File: config.mk
export PLATFORM = sky130hd
export DESIGN_NAME = fttor_regs
export DESIGN_NICKNAME = d
export VERILOG_FILES = /design/src/fttor_chan.v /design/src/fttor_regs.v
export VERILOG_INCLUDE_DIRS = /design/src
export SDC_FILE = /design/constraint.sdc
export NUM_CORES = 1
export LEC_CHECK = 0
export BUFFER_PORTS_ARGS = -buffer_cell sky130_fd_sc_hd__clkbuf_2
export CAP_MARGIN = 25
export CORE_MARGIN = 4
export CORE_UTILIZATION = 40
export DETAILED_ROUTE_END_ITERATION = 16
export PLACE_DENSITY = 0.61
export SLEW_MARGIN = 20
export SYNTH_ARGS = -nofsm -noshare
export SYNTH_HDL_FRONTEND = slang
export SYNTH_SLANG_ARGS = --single-unit
File: constraint.sdc
create_clock -name clock -period 110 [get_ports clock]
set_input_delay 22 -clock clock [delete_from_list [all_inputs] [get_ports clock]]
set_output_delay 22 -clock clock [all_outputs]
set_load 0.03 [all_outputs]
File: src/fttor_defs.vh
/*
   Register offsets, field positions, reset values and code tables of the
   fan threshold and temperature offset register bank.
   Assumes it is included by bare name, once or more, by the design files.
*/
`ifndef FTTOR_DEFS_VH
`define FTTOR_DEFS_VH

// ----------------------------------------------------------------------------
// register offsets
// ----------------------------------------------------------------------------
`define FTTOR_ADDR_LOCAL_OFFSET      8'h0d
`define FTTOR_ADDR_REMOTE1_OFFSET    8'h0e
`define FTTOR_ADDR_REMOTE2_OFFSET    8'h0f
`define FTTOR_ADDR_LOCAL_THRESH      8'h24
`define FTTOR_ADDR_REMOTE1_THRESH    8'h25
`define FTTOR_ADDR_REMOTE2_THRESH    8'h26
`define FTTOR_ADDR_ALARM_REV         8'h3f

// ----------------------------------------------------------------------------
// field positions
// ----------------------------------------------------------------------------
`define FTTOR_START_MSB              7
`define FTTOR_START_LSB              3
`define FTTOR_SPAN_MSB               2
`define FTTOR_SPAN_LSB               0
`define FTTOR_OFFSET_SIGN_BIT        7
`define FTTOR_OFFSET_MAG_MSB         3
`define FTTOR_OFFSET_MAG_LSB         0
`define FTTOR_ALARM_EN_BIT           7
`define FTTOR_REV_MSB                3
`define FTTOR_REV_LSB                0

// ----------------------------------------------------------------------------
// reset values
// ----------------------------------------------------------------------------
`define FTTOR_RST_LOCAL_THRESH       8'h41
`define FTTOR_RST_REMOTE_THRESH      8'h61
`define FTTOR_RST_OFFSET             8'h00
`define FTTOR_RST_ALARM_EN           1'b1
`define FTTOR_RDATA_UNMAPPED         8'h00

// ----------------------------------------------------------------------------
// span codes, span degrees, full duty
// ----------------------------------------------------------------------------
`define FTTOR_SPAN_CODE_5C           3'h0
`define FTTOR_SPAN_CODE_10C          3'h1
`define FTTOR_SPAN_CODE_20C          3'h2
`define FTTOR_SPAN_CODE_40C          3'h3
`define FTTOR_SPAN_DEG_5C            7'h05
`define FTTOR_SPAN_DEG_10C           7'h0a
`define FTTOR_SPAN_DEG_20C           7'h14
`define FTTOR_SPAN_DEG_40C           7'h28
`define FTTOR_SPAN_DEG_80C           7'h50
`define FTTOR_DUTY_FULL              4'hf

`endif

File: src/fttor_chan.v
/*
   One temperature channel: applies the signed offset to the reading and
   turns the corrected reading into a fan demand of 0 to 15 against the
   channel's start temperature and span.
   Assumes readings are whole degrees, two's complement, steady per cycle.
*/
`timescale 1ns/1ps
`include "fttor_defs.vh"

module fttor_chan (
   input wire [7:0] temp_raw,              // reading, signed whole degrees
   input wire offset_sign,                 // 1 subtracts the magnitude
   input wire [3:0] offset_mag,            // offset magnitude, degrees
   input wire [4:0] fan_start_temperature, // start code, 4 degree steps
   input wire [2:0] fan_control_span,      // span code
   output reg [7:0] temp_corrected,        // offset-corrected reading
   output reg [3:0] demand                 // 0 at start, 15 at start+span
);

reg signed [9:0] sum;
reg signed [9:0] diff;
reg [6:0] span_deg;
reg [10:0] scaled;
reg [10:0] quot;

always @* begin
   sum = {{2{temp_raw[7]}}, temp_raw};
   // ----------------------------------------------------------------------
   // offset correction, saturated to the reading's range
   // ----------------------------------------------------------------------
   if (offset_sign) begin                                // [RL9] [RL11]
      sum = sum - $signed({6'h00, offset_mag});          // [RL10]
   end else begin
      sum = sum + $signed({6'h00, offset_mag});          // [RL10]
   end
   if (sum > $signed(10'h07f)) begin
      temp_corrected = 8'h7f;
   end else if (sum < $signed(10'h380)) begin
      temp_corrected = 8'h80;
   end else begin
      temp_corrected = sum[7:0];
   end
   // ----------------------------------------------------------------------
   // span decode; spare codes act as the widest span
   // ----------------------------------------------------------------------
   case (fan_control_span)                               // [RL2]
      `FTTOR_SPAN_CODE_5C: span_deg = `FTTOR_SPAN_DEG_5C;
      `FTTOR_SPAN_CODE_10C: span_deg = `FTTOR_SPAN_DEG_10C;
      `FTTOR_SPAN_CODE_20C: span_deg = `FTTOR_SPAN_DEG_20C;
      `FTTOR_SPAN_CODE_40C: span_deg = `FTTOR_SPAN_DEG_40C;
      default: span_deg = `FTTOR_SPAN_DEG_80C;
   endcase
   // start code is unsigned, so only starts of zero or above exist
   diff = {{2{temp_corrected[7]}}, temp_corrected} - $signed({3'h0, fan_start_temperature, 2'h0}); // [RL1]
   scaled = 11'h000;
   quot = 11'h000;
   if (diff < $signed(10'h000)) begin
      demand = 4'h0;
   end else if (diff >= $signed({3'h0, span_deg})) begin
      demand = `FTTOR_DUTY_FULL;                         // [RL15]
   end else begin
      scaled = {4'h0, diff[6:0]} * 11'h00f;
      quot = scaled / {4'h0, span_deg};
      demand = quot[3:0];                                // [RL15]
   end
end

endmodule // fttor_chan

File: src/fttor_regs.v
/*
   Fan threshold, temperature offset and alarm behaviour register bank with
   the automatic fan duty computation that those registers steer.
   Assumes a serial-bus engine in front presents byte reads and writes on
   the register port, and readings arrive already converted, synchronous.
*/
`timescale 1ns/1ps
`include "fttor_defs.vh"

// How it works
// RL1: start temperature in bits 7:3, 4 degree steps
// RL2: span in bits 2:0, 5 to 80 degrees
// RL3: local threshold resets to 0x41
// RL4: both remote thresholds reset to 0x61
// RL5: each threshold compares its own channel reading
// RL6: enable set forces full speed on alarm
// RL7: enable clear leaves fan speed alone (silent)
// RL8: revision nibble read-only, writes ignored
// RL9: local offset added, or subtracted when sign set
// RL10: 4-bit magnitude, up to 15 degrees correction
// RL11: remote offsets add or subtract by sign bit
// RL12: remote offset bits 6:4 read zero
// RL13: all offset registers reset to 0x00
// RL14: speed nibble is the automatic-mode minimum speed
// RL15: duty climbs from minimum to full over span
module fttor_regs #(
   parameter [3:0] REVISION_ID = 4'h3      // arbitrary value
) (
   input wire clock,                       // system clock, 250 MHz
   input wire srst,                        // synchronous reset, active high
   input wire [7:0] reg_addr,              // register offset
   input wire reg_wr_en,                   // write strobe, one cycle
   input wire [7:0] reg_wdata,             // write data
   input wire reg_rd_en,                   // read strobe, one cycle
   input wire [7:0] local_temp,            // local reading, signed degrees
   input wire [7:0] remote1_temp,          // remote 1 reading
   input wire [7:0] remote2_temp,          // remote 2 reading
   input wire overtemp_alarm_pin_n,        // alarm pin level, low = asserted
   input wire auto_fan_mode,               // 1 = automatic speed control
   input wire [3:0] fan1_min_speed,        // fan 1 speed nibble
   input wire [3:0] fan2_min_speed,        // fan 2 speed nibble
   output reg [7:0] reg_rdata_ff,          // read data
   output reg reg_rvalid_ff,               // read data valid, one cycle
   output reg [7:0] local_temp_corr_ff,    // corrected local reading
   output reg [7:0] remote1_temp_corr_ff,  // corrected remote 1 reading
   output reg [7:0] remote2_temp_corr_ff,  // corrected remote 2 reading
   output reg [3:0] fan1_duty_ff,          // fan 1 duty, 15 = full
   output reg [3:0] fan2_duty_ff,          // fan 2 duty, 15 = full
   output reg full_speed_forced_ff         // alarm is forcing full speed
);

// ----------------------------------------------------------------------------
// storage
// ----------------------------------------------------------------------------
reg local_offset_sign_ff;
reg [3:0] local_offset_mag_ff;
reg remote1_offset_sign_ff;
reg [3:0] remote1_offset_mag_ff;
reg remote2_offset_sign_ff;
reg [3:0] remote2_offset_mag_ff;
reg [7:0] local_thresh_ff;
reg [7:0] remote1_thresh_ff;
reg [7:0] remote2_thresh_ff;
reg full_speed_on_alarm_enable_ff;

// a literal cannot be bit-selected, so the reset image is named first
localparam [7:0] RST_OFFSET = `FTTOR_RST_OFFSET;

reg [7:0] nxt_rdata;
reg [3:0] nxt_demand;
reg nxt_forced;
reg [3:0] nxt_fan1_duty;
reg [3:0] nxt_fan2_duty;

wire [7:0] local_corr;
wire [7:0] remote1_corr;
wire [7:0] remote2_corr;
wire [3:0] local_demand;
wire [3:0] remote1_demand;
wire [3:0] remote2_demand;

wire wr_local_offset;
wire wr_remote1_offset;
wire wr_remote2_offset;
wire wr_local_thresh;
wire wr_remote1_thresh;
wire wr_remote2_thresh;
wire wr_alarm_rev;

// ----------------------------------------------------------------------------
// write decode
// ----------------------------------------------------------------------------
assign wr_local_offset = reg_wr_en && (reg_addr == `FTTOR_ADDR_LOCAL_OFFSET);
assign wr_remote1_offset = reg_wr_en && (reg_addr == `FTTOR_ADDR_REMOTE1_OFFSET);
assign wr_remote2_offset = reg_wr_en && (reg_addr == `FTTOR_ADDR_REMOTE2_OFFSET);
assign wr_local_thresh = reg_wr_en && (reg_addr == `FTTOR_ADDR_LOCAL_THRESH);
assign wr_remote1_thresh = reg_wr_en && (reg_addr == `FTTOR_ADDR_REMOTE1_THRESH);
assign wr_remote2_thresh = reg_wr_en && (reg_addr == `FTTOR_ADDR_REMOTE2_THRESH);
assign wr_alarm_rev = reg_wr_en && (reg_addr == `FTTOR_ADDR_ALARM_REV);

// ----------------------------------------------------------------------------
// offset registers
// ----------------------------------------------------------------------------
// bits 6:4 are not stored at all, so they cannot read back anything but zero
always @(posedge clock) begin
   if (srst) begin
      local_offset_sign_ff <= RST_OFFSET[`FTTOR_OFFSET_SIGN_BIT];             // [RL13]
      local_offset_mag_ff <= RST_OFFSET[`FTTOR_OFFSET_MAG_MSB:`FTTOR_OFFSET_MAG_LSB];
      remote1_offset_sign_ff <= RST_OFFSET[`FTTOR_OFFSET_SIGN_BIT];           // [RL13]
      remote1_offset_mag_ff <= RST_OFFSET[`FTTOR_OFFSET_MAG_MSB:`FTTOR_OFFSET_MAG_LSB];
      remote2_offset_sign_ff <= RST_OFFSET[`FTTOR_OFFSET_SIGN_BIT];           // [RL13]
      remote2_offset_mag_ff <= RST_OFFSET[`FTTOR_OFFSET_MAG_MSB:`FTTOR_OFFSET_MAG_LSB];
   end else begin
      if (wr_local_offset) begin
         local_offset_sign_ff <= reg_wdata[`FTTOR_OFFSET_SIGN_BIT];           // [RL9]
         local_offset_mag_ff <= reg_wdata[`FTTOR_OFFSET_MAG_MSB:`FTTOR_OFFSET_MAG_LSB]; // [RL10]
      end
      if (wr_remote1_offset) begin
         remote1_offset_sign_ff <= reg_wdata[`FTTOR_OFFSET_SIGN_BIT];         // [RL11]
         remote1_offset_mag_ff <= reg_wdata[`FTTOR_OFFSET_MAG_MSB:`FTTOR_OFFSET_MAG_LSB]; // [RL10]
      end
      if (wr_remote2_offset) begin
         remote2_offset_sign_ff <= reg_wdata[`FTTOR_OFFSET_SIGN_BIT];         // [RL11]
         remote2_offset_mag_ff <= reg_wdata[`FTTOR_OFFSET_MAG_MSB:`FTTOR_OFFSET_MAG_LSB]; // [RL10]
      end
   end
end

// ----------------------------------------------------------------------------
// threshold and alarm behaviour registers
// ----------------------------------------------------------------------------
always @(posedge clock) begin
   if (srst) begin
      local_thresh_ff <= `FTTOR_RST_LOCAL_THRESH;                  // [RL3]
      remote1_thresh_ff <= `FTTOR_RST_REMOTE_THRESH;               // [RL4]
      remote2_thresh_ff <= `FTTOR_RST_REMOTE_THRESH;               // [RL4]
      full_speed_on_alarm_enable_ff <= `FTTOR_RST_ALARM_EN;        // [RL6]
   end else begin
      if (wr_local_thresh) begin
         local_thresh_ff <= reg_wdata;                             // [RL1] [RL2]
      end
      if (wr_remote1_thresh) begin
         remote1_thresh_ff <= reg_wdata;                           // [RL1] [RL2]
      end
      if (wr_remote2_thresh) begin
         remote2_thresh_ff <= reg_wdata;                           // [RL1] [RL2]
      end
      // only the enable is stored; the revision nibble has no storage
      if (wr_alarm_rev) begin
         full_speed_on_alarm_enable_ff <= reg_wdata[`FTTOR_ALARM_EN_BIT]; // [RL8]
      end
   end
end

// ----------------------------------------------------------------------------
// read path
// ----------------------------------------------------------------------------
always @* begin
   nxt_rdata = `FTTOR_RDATA_UNMAPPED;
   case (reg_addr)
      `FTTOR_ADDR_LOCAL_OFFSET: begin
         nxt_rdata = {local_offset_sign_ff, 3'h0, local_offset_mag_ff};
      end
      `FTTOR_ADDR_REMOTE1_OFFSET: begin
         nxt_rdata = {remote1_offset_sign_ff, 3'h0, remote1_offset_mag_ff};   // [RL12]
      end
      `FTTOR_ADDR_REMOTE2_OFFSET: begin
         nxt_rdata = {remote2_offset_sign_ff, 3'h0, remote2_offset_mag_ff};   // [RL12]
      end
      `FTTOR_ADDR_LOCAL_THRESH: begin
         nxt_rdata = local_thresh_ff;
      end
      `FTTOR_ADDR_REMOTE1_THRESH: begin
         nxt_rdata = remote1_thresh_ff;
      end
      `FTTOR_ADDR_REMOTE2_THRESH: begin
         nxt_rdata = remote2_thresh_ff;
      end
      `FTTOR_ADDR_ALARM_REV: begin
         nxt_rdata = {full_speed_on_alarm_enable_ff, 3'h0, REVISION_ID};     // [RL8]
      end
      default: begin
         nxt_rdata = `FTTOR_RDATA_UNMAPPED;
      end
   endcase
end

always @(posedge clock) begin
   if (srst) begin
      reg_rdata_ff <= 8'h00;
      reg_rvalid_ff <= 1'b0;
   end else begin
      reg_rvalid_ff <= reg_rd_en;
      if (reg_rd_en) begin
         reg_rdata_ff <= nxt_rdata;
      end
   end
end

// ----------------------------------------------------------------------------
// per-channel correction and demand
// ----------------------------------------------------------------------------
// each channel sees its own threshold register only
fttor_chan u_local_chan (                                          // [RL5]
   .temp_raw(local_temp),
   .offset_sign(local_offset_sign_ff),
   .offset_mag(local_offset_mag_ff),
   .fan_start_temperature(local_thresh_ff[`FTTOR_START_MSB:`FTTOR_START_LSB]),
   .fan_control_span(local_thresh_ff[`FTTOR_SPAN_MSB:`FTTOR_SPAN_LSB]),
   .temp_corrected(local_corr),
   .demand(local_demand)
);

fttor_chan u_remote1_chan (                                        // [RL5]
   .temp_raw(remote1_temp),
   .offset_sign(remote1_offset_sign_ff),
   .offset_mag(remote1_offset_mag_ff),
   .fan_start_temperature(remote1_thresh_ff[`FTTOR_START_MSB:`FTTOR_START_LSB]),
   .fan_control_span(remote1_thresh_ff[`FTTOR_SPAN_MSB:`FTTOR_SPAN_LSB]),
   .temp_corrected(remote1_corr),
   .demand(remote1_demand)
);

fttor_chan u_remote2_chan (                                        // [RL5]
   .temp_raw(remote2_temp),
   .offset_sign(remote2_offset_sign_ff),
   .offset_mag(remote2_offset_mag_ff),
   .fan_start_temperature(remote2_thresh_ff[`FTTOR_START_MSB:`FTTOR_START_LSB]),
   .fan_control_span(remote2_thresh_ff[`FTTOR_SPAN_MSB:`FTTOR_SPAN_LSB]),
   .temp_corrected(remote2_corr),
   .demand(remote2_demand)
);

// ----------------------------------------------------------------------------
// duty computation
// ----------------------------------------------------------------------------
// scales demand 0..15 onto the band between the minimum and full speed
function [3:0] fttor_duty;
   input [3:0] min_speed;
   input [3:0] demand;
   input auto_mode;
   input forced;
   reg [7:0] prod;
   reg [7:0] step;
   begin
      prod = {4'h0, (`FTTOR_DUTY_FULL - min_speed)} * {4'h0, demand};
      step = prod / 8'h0f;
      if (forced) begin
         fttor_duty = `FTTOR_DUTY_FULL;                    // [RL6]
      end else if (!auto_mode) begin
         fttor_duty = min_speed;
      end else begin
         fttor_duty = min_speed + step[3:0];               // [RL14] [RL15]
      end
   end
endfunction

always @* begin
   // the hottest channel, relative to its own band, sets the demand
   nxt_demand = local_demand;
   if (remote1_demand > nxt_demand) begin
      nxt_demand = remote1_demand;
   end
   if (remote2_demand > nxt_demand) begin
      nxt_demand = remote2_demand;
   end
   // with the enable clear the alarm pin has no say: silent mode
   nxt_forced = full_speed_on_alarm_enable_ff && !overtemp_alarm_pin_n; // [RL6] [RL7]
   nxt_fan1_duty = fttor_duty(fan1_min_speed, nxt_demand, auto_fan_mode, nxt_forced);
   nxt_fan2_duty = fttor_duty(fan2_min_speed, nxt_demand, auto_fan_mode, nxt_forced);
end

// ----------------------------------------------------------------------------
// output registers
// ----------------------------------------------------------------------------
// one cycle of latency from reading or register change to duty
always @(posedge clock) begin
   if (srst) begin
      local_temp_corr_ff <= 8'h00;
      remote1_temp_corr_ff <= 8'h00;
      remote2_temp_corr_ff <= 8'h00;
      fan1_duty_ff <= 4'h0;
      fan2_duty_ff <= 4'h0;
      full_speed_forced_ff <= 1'b0;
   end else begin
      local_temp_corr_ff <= local_corr;                    // [RL9]
      remote1_temp_corr_ff <= remote1_corr;                // [RL11]
      remote2_temp_corr_ff <= remote2_corr;                // [RL11]
      fan1_duty_ff <= nxt_fan1_duty;
      fan2_duty_ff <= nxt_fan2_duty;
      full_speed_forced_ff <= nxt_forced;                  // [RL6] [RL7]
   end
end

endmodule // fttor_regs

==> flow_metrics.env <==
export IMPL_status="finished, final reports clean"
export IMPL_cts_max_level=3
export IMPL_critPathLaunchType="primary input"
export IMPL_cts_tree="built"
export IMPL_synth_edff_count=0
export IMPL_drt_total_wl_microns=50000
export IMPL_whs_ns=0.497
export IMPL_drt_first_pass_iters=7
export IMPL_drc=0
export IMPL_highest_layer="met5"
export IMPL_grt_ovfl_total=0
export IMPL_synth_nets=2737
export IMPL_core_area_sq_um=44200
export IMPL_track_usage_pct=20.5
export IMPL_portBuffers=95
export IMPL_place_gp_congestion=0.909
export IMPL_cts_setup_buffers=0
export IMPL_synth_top_area_share_pct=22.0
export IMPL_grt_pass1_vias=16500
export IMPL_ios=96
export IMPL_synthToLayoutAreaGrowth_pct=7.60
export IMPL_setup_tns_final_ns=0
export IMPL_critical_path_required_ns=110.20
export IMPL_synthCells=2327
export IMPL_drive_gt1_share_pct=9.36
export IMPL_finalHoldViolCount=0
export IMPL_end_kind="flop"
export IMPL_grt_max_degree=83
export IMPL_die_height_microns=219
export IMPL_fin_crit_sh_pct=48.7
export IMPL_cp_max_fo=14
export IMPL_slew_headroom_pct=35.8
export IMPL_synth_cell_types=105
export IMPL_grt_pass1_wl_microns=82300
export IMPL_rsz0062_at_grt="false"
export IMPL_slew_violations=0
export IMPL_cap_violations=0
export IMPL_synth_top_cell_by_area="ha_1"
export IMPL_cts_sinks=82
export IMPL_fmax_mhz=18.7
export IMPL_dpl_hpwl_microns=41300
export IMPL_worst_pin_slew_ns=0.963
export IMPL_drt_met1_wl_microns=23300
export IMPL_antenna_found_initial=1
export IMPL_synth_most_common_cell="ha_1"
export IMPL_root_buffer="clkbuf_16"
export IMPL_slowest_delay_ns=0.79
export IMPL_cts_repair_resized=0
export IMPL_syn_avg_cell_area_sq_um=7.69
export IMPL_via_per_inst=5.66
export IMPL_wl_per_cell_microns=16.8
export IMPL_ys_warnings_count=0
export IMPL_synth_async_reset_ratio_pct=0
export IMPL_cts_buffers_inserted=9
export IMPL_nets=2799
export IMPL_clockBufferDepth=2
export IMPL_insertion_delay_ns=0.36
export IMPL_detail_route_iter0_violations=976
export IMPL_initial_core_util_pct=40.4
export IMPL_num_vias=16900
export IMPL_fin_skew_ns=0.0124
export IMPL_path_delay_family="compound AO/OA/AOI/OAI gates"
export IMPL_die_area_sq_um=48200
export IMPL_hold_path_class="reg -> reg"
export IMPL_min_period_ns=53.60
export IMPL_finalSetupViolCount=0
export IMPL_synth_seq_cells=82
export IMPL_crit_type="in -> reg"
export IMPL_postCtsHoldBufs=0
export IMPL_synth_area_sq_um=17900
export IMPL_arrival_ns=53.80
export IMPL_synthFlopType="dfxtp_1"
export IMPL_critPathSlowestCell="a21oi_1"
export IMPL_rows=77
export IMPL_synth_common_cells="ha_1, nor2_1, inv_1, a21oi_1, nand2_1"
export IMPL_path_clk_slew_ns=0.07
export IMPL_yosysSeqAreaShare_pct=9.18
export IMPL_cp_num_buf_inv=5
export IMPL_netlist_top_cells_area="ha_1, dfxtp_1, a21oi_1, fa_1, nor2_1"
export IMPL_cpMostUsedCell="ha_1"
export IMPL_diodes=0
export IMPL_dr_wl_met3_microns=1550
export IMPL_ant_nets=0
export IMPL_die_width_microns=219
export IMPL_wl_met2_microns=24000
final timing paths:
kind / from / to / slack [ns] / cells after the start
max: remote1_temp[0] / fan1_duty_ff[3] / 56.40 / 136
min: reg_rdata_ff[3] / reg_rdata_ff[3] / 0.50 / 2
max reg2reg: remote1_offset_mag_ff[0] / fan1_duty_ff[3] / 77.09 / 137
min reg2reg: reg_rdata_ff[3] / reg_rdata_ff[3] / 0.50 / 2
logic make-up (layout without fill, tap and decap cells):
kind of cell	count (synthesis)	after routing	synth area share (%)
AND/OR/NAND/NOR	737	737	20.4
flip-flops	82	82	9.18
XOR/XNOR	126	126	6.17
adder cells (fa/ha/maj)	360	360	26.8
AO/OA/AOI/OAI	698	698	26.9
buffers and inverters	233	300	5.04
multiplexers	91	91	5.41
stage by stage:
step / cells / worst slack [ns] / util (%) / instance area [sq um]
after global placement: 2968 / 56.21 / 42.8 / 18900
after floorplan: 2327 / 60.47 / - / 17900
after detailed placement: 2969 / 56.18 / 42.8 / 18900
after CTS: 2985 / 56.49 / 43.5 / 19200
final: 2986 / 56.40 / 43.5 / 19200
after global routing: 2986 / 53.64 / 43.5 / 19200
cells in the final DEF, fill, tap and decap left out, types with 70 or more instances in the layout:
master / n
dfxtp_1: 82
clkbuf_2: 94
nor2_1: 215
nand2_1: 163
a21o_1: 70
o21ai_0: 140
a21oi_1: 168
xnor2_1: 70
ha_1: 315
inv_1: 178
sequential cells by signal, summed over array words and instances (netlist names):
signal	flops
fan1_duty_ff	4
reg_rvalid_ff	1
local_offset_mag_ff	4
remote2_temp_corr_ff	8
remote2_offset_mag_ff	4
remote1_offset_sign_ff	1
full_speed_forced_ff	1
reg_rdata_ff	8
local_temp_corr_ff	8
remote2_offset_sign_ff	1
local_thresh_ff	8
remote2_thresh_ff	8
fan2_duty_ff	4
full_speed_on_alarm_enable_ff	1
remote1_offset_mag_ff	4
local_offset_sign_ff	1
remote1_temp_corr_ff	8
remote1_thresh_ff	8
cell type report:
cell class,instances,area (sq um)
inverters,181,679
multi-input cells,2012,15300
flip-flops and latches,82,1640
clock inverters,5,61.3
repair buffers,103,536
fillers,4406,25000
well taps,592,741
clock buffers,11,243
worst register-to-register path, delay by kind of cell, from the launching register on:
family	cells	cell delay [ns]
compound gates	67	15.07
xor+xnor	8	2.44
fa+ha+maj	21	6.69
buf+inv	4	0.57
flops	1	0.48
mux	3	1.12
simple gates	34	6.33
per-layer routing:
layer  global-route usage (%)  vias to the layer above
met5                        0                        -
met4                     5.81                        2
met3                     1.42                       66
met2                     36.4                      282
met1                     26.9                     7941
li1                         -                     8605
Power is left out: the tool's default activity adds up to more than one toggle a clock period on the data nets, which glitch-free logic cannot reach.
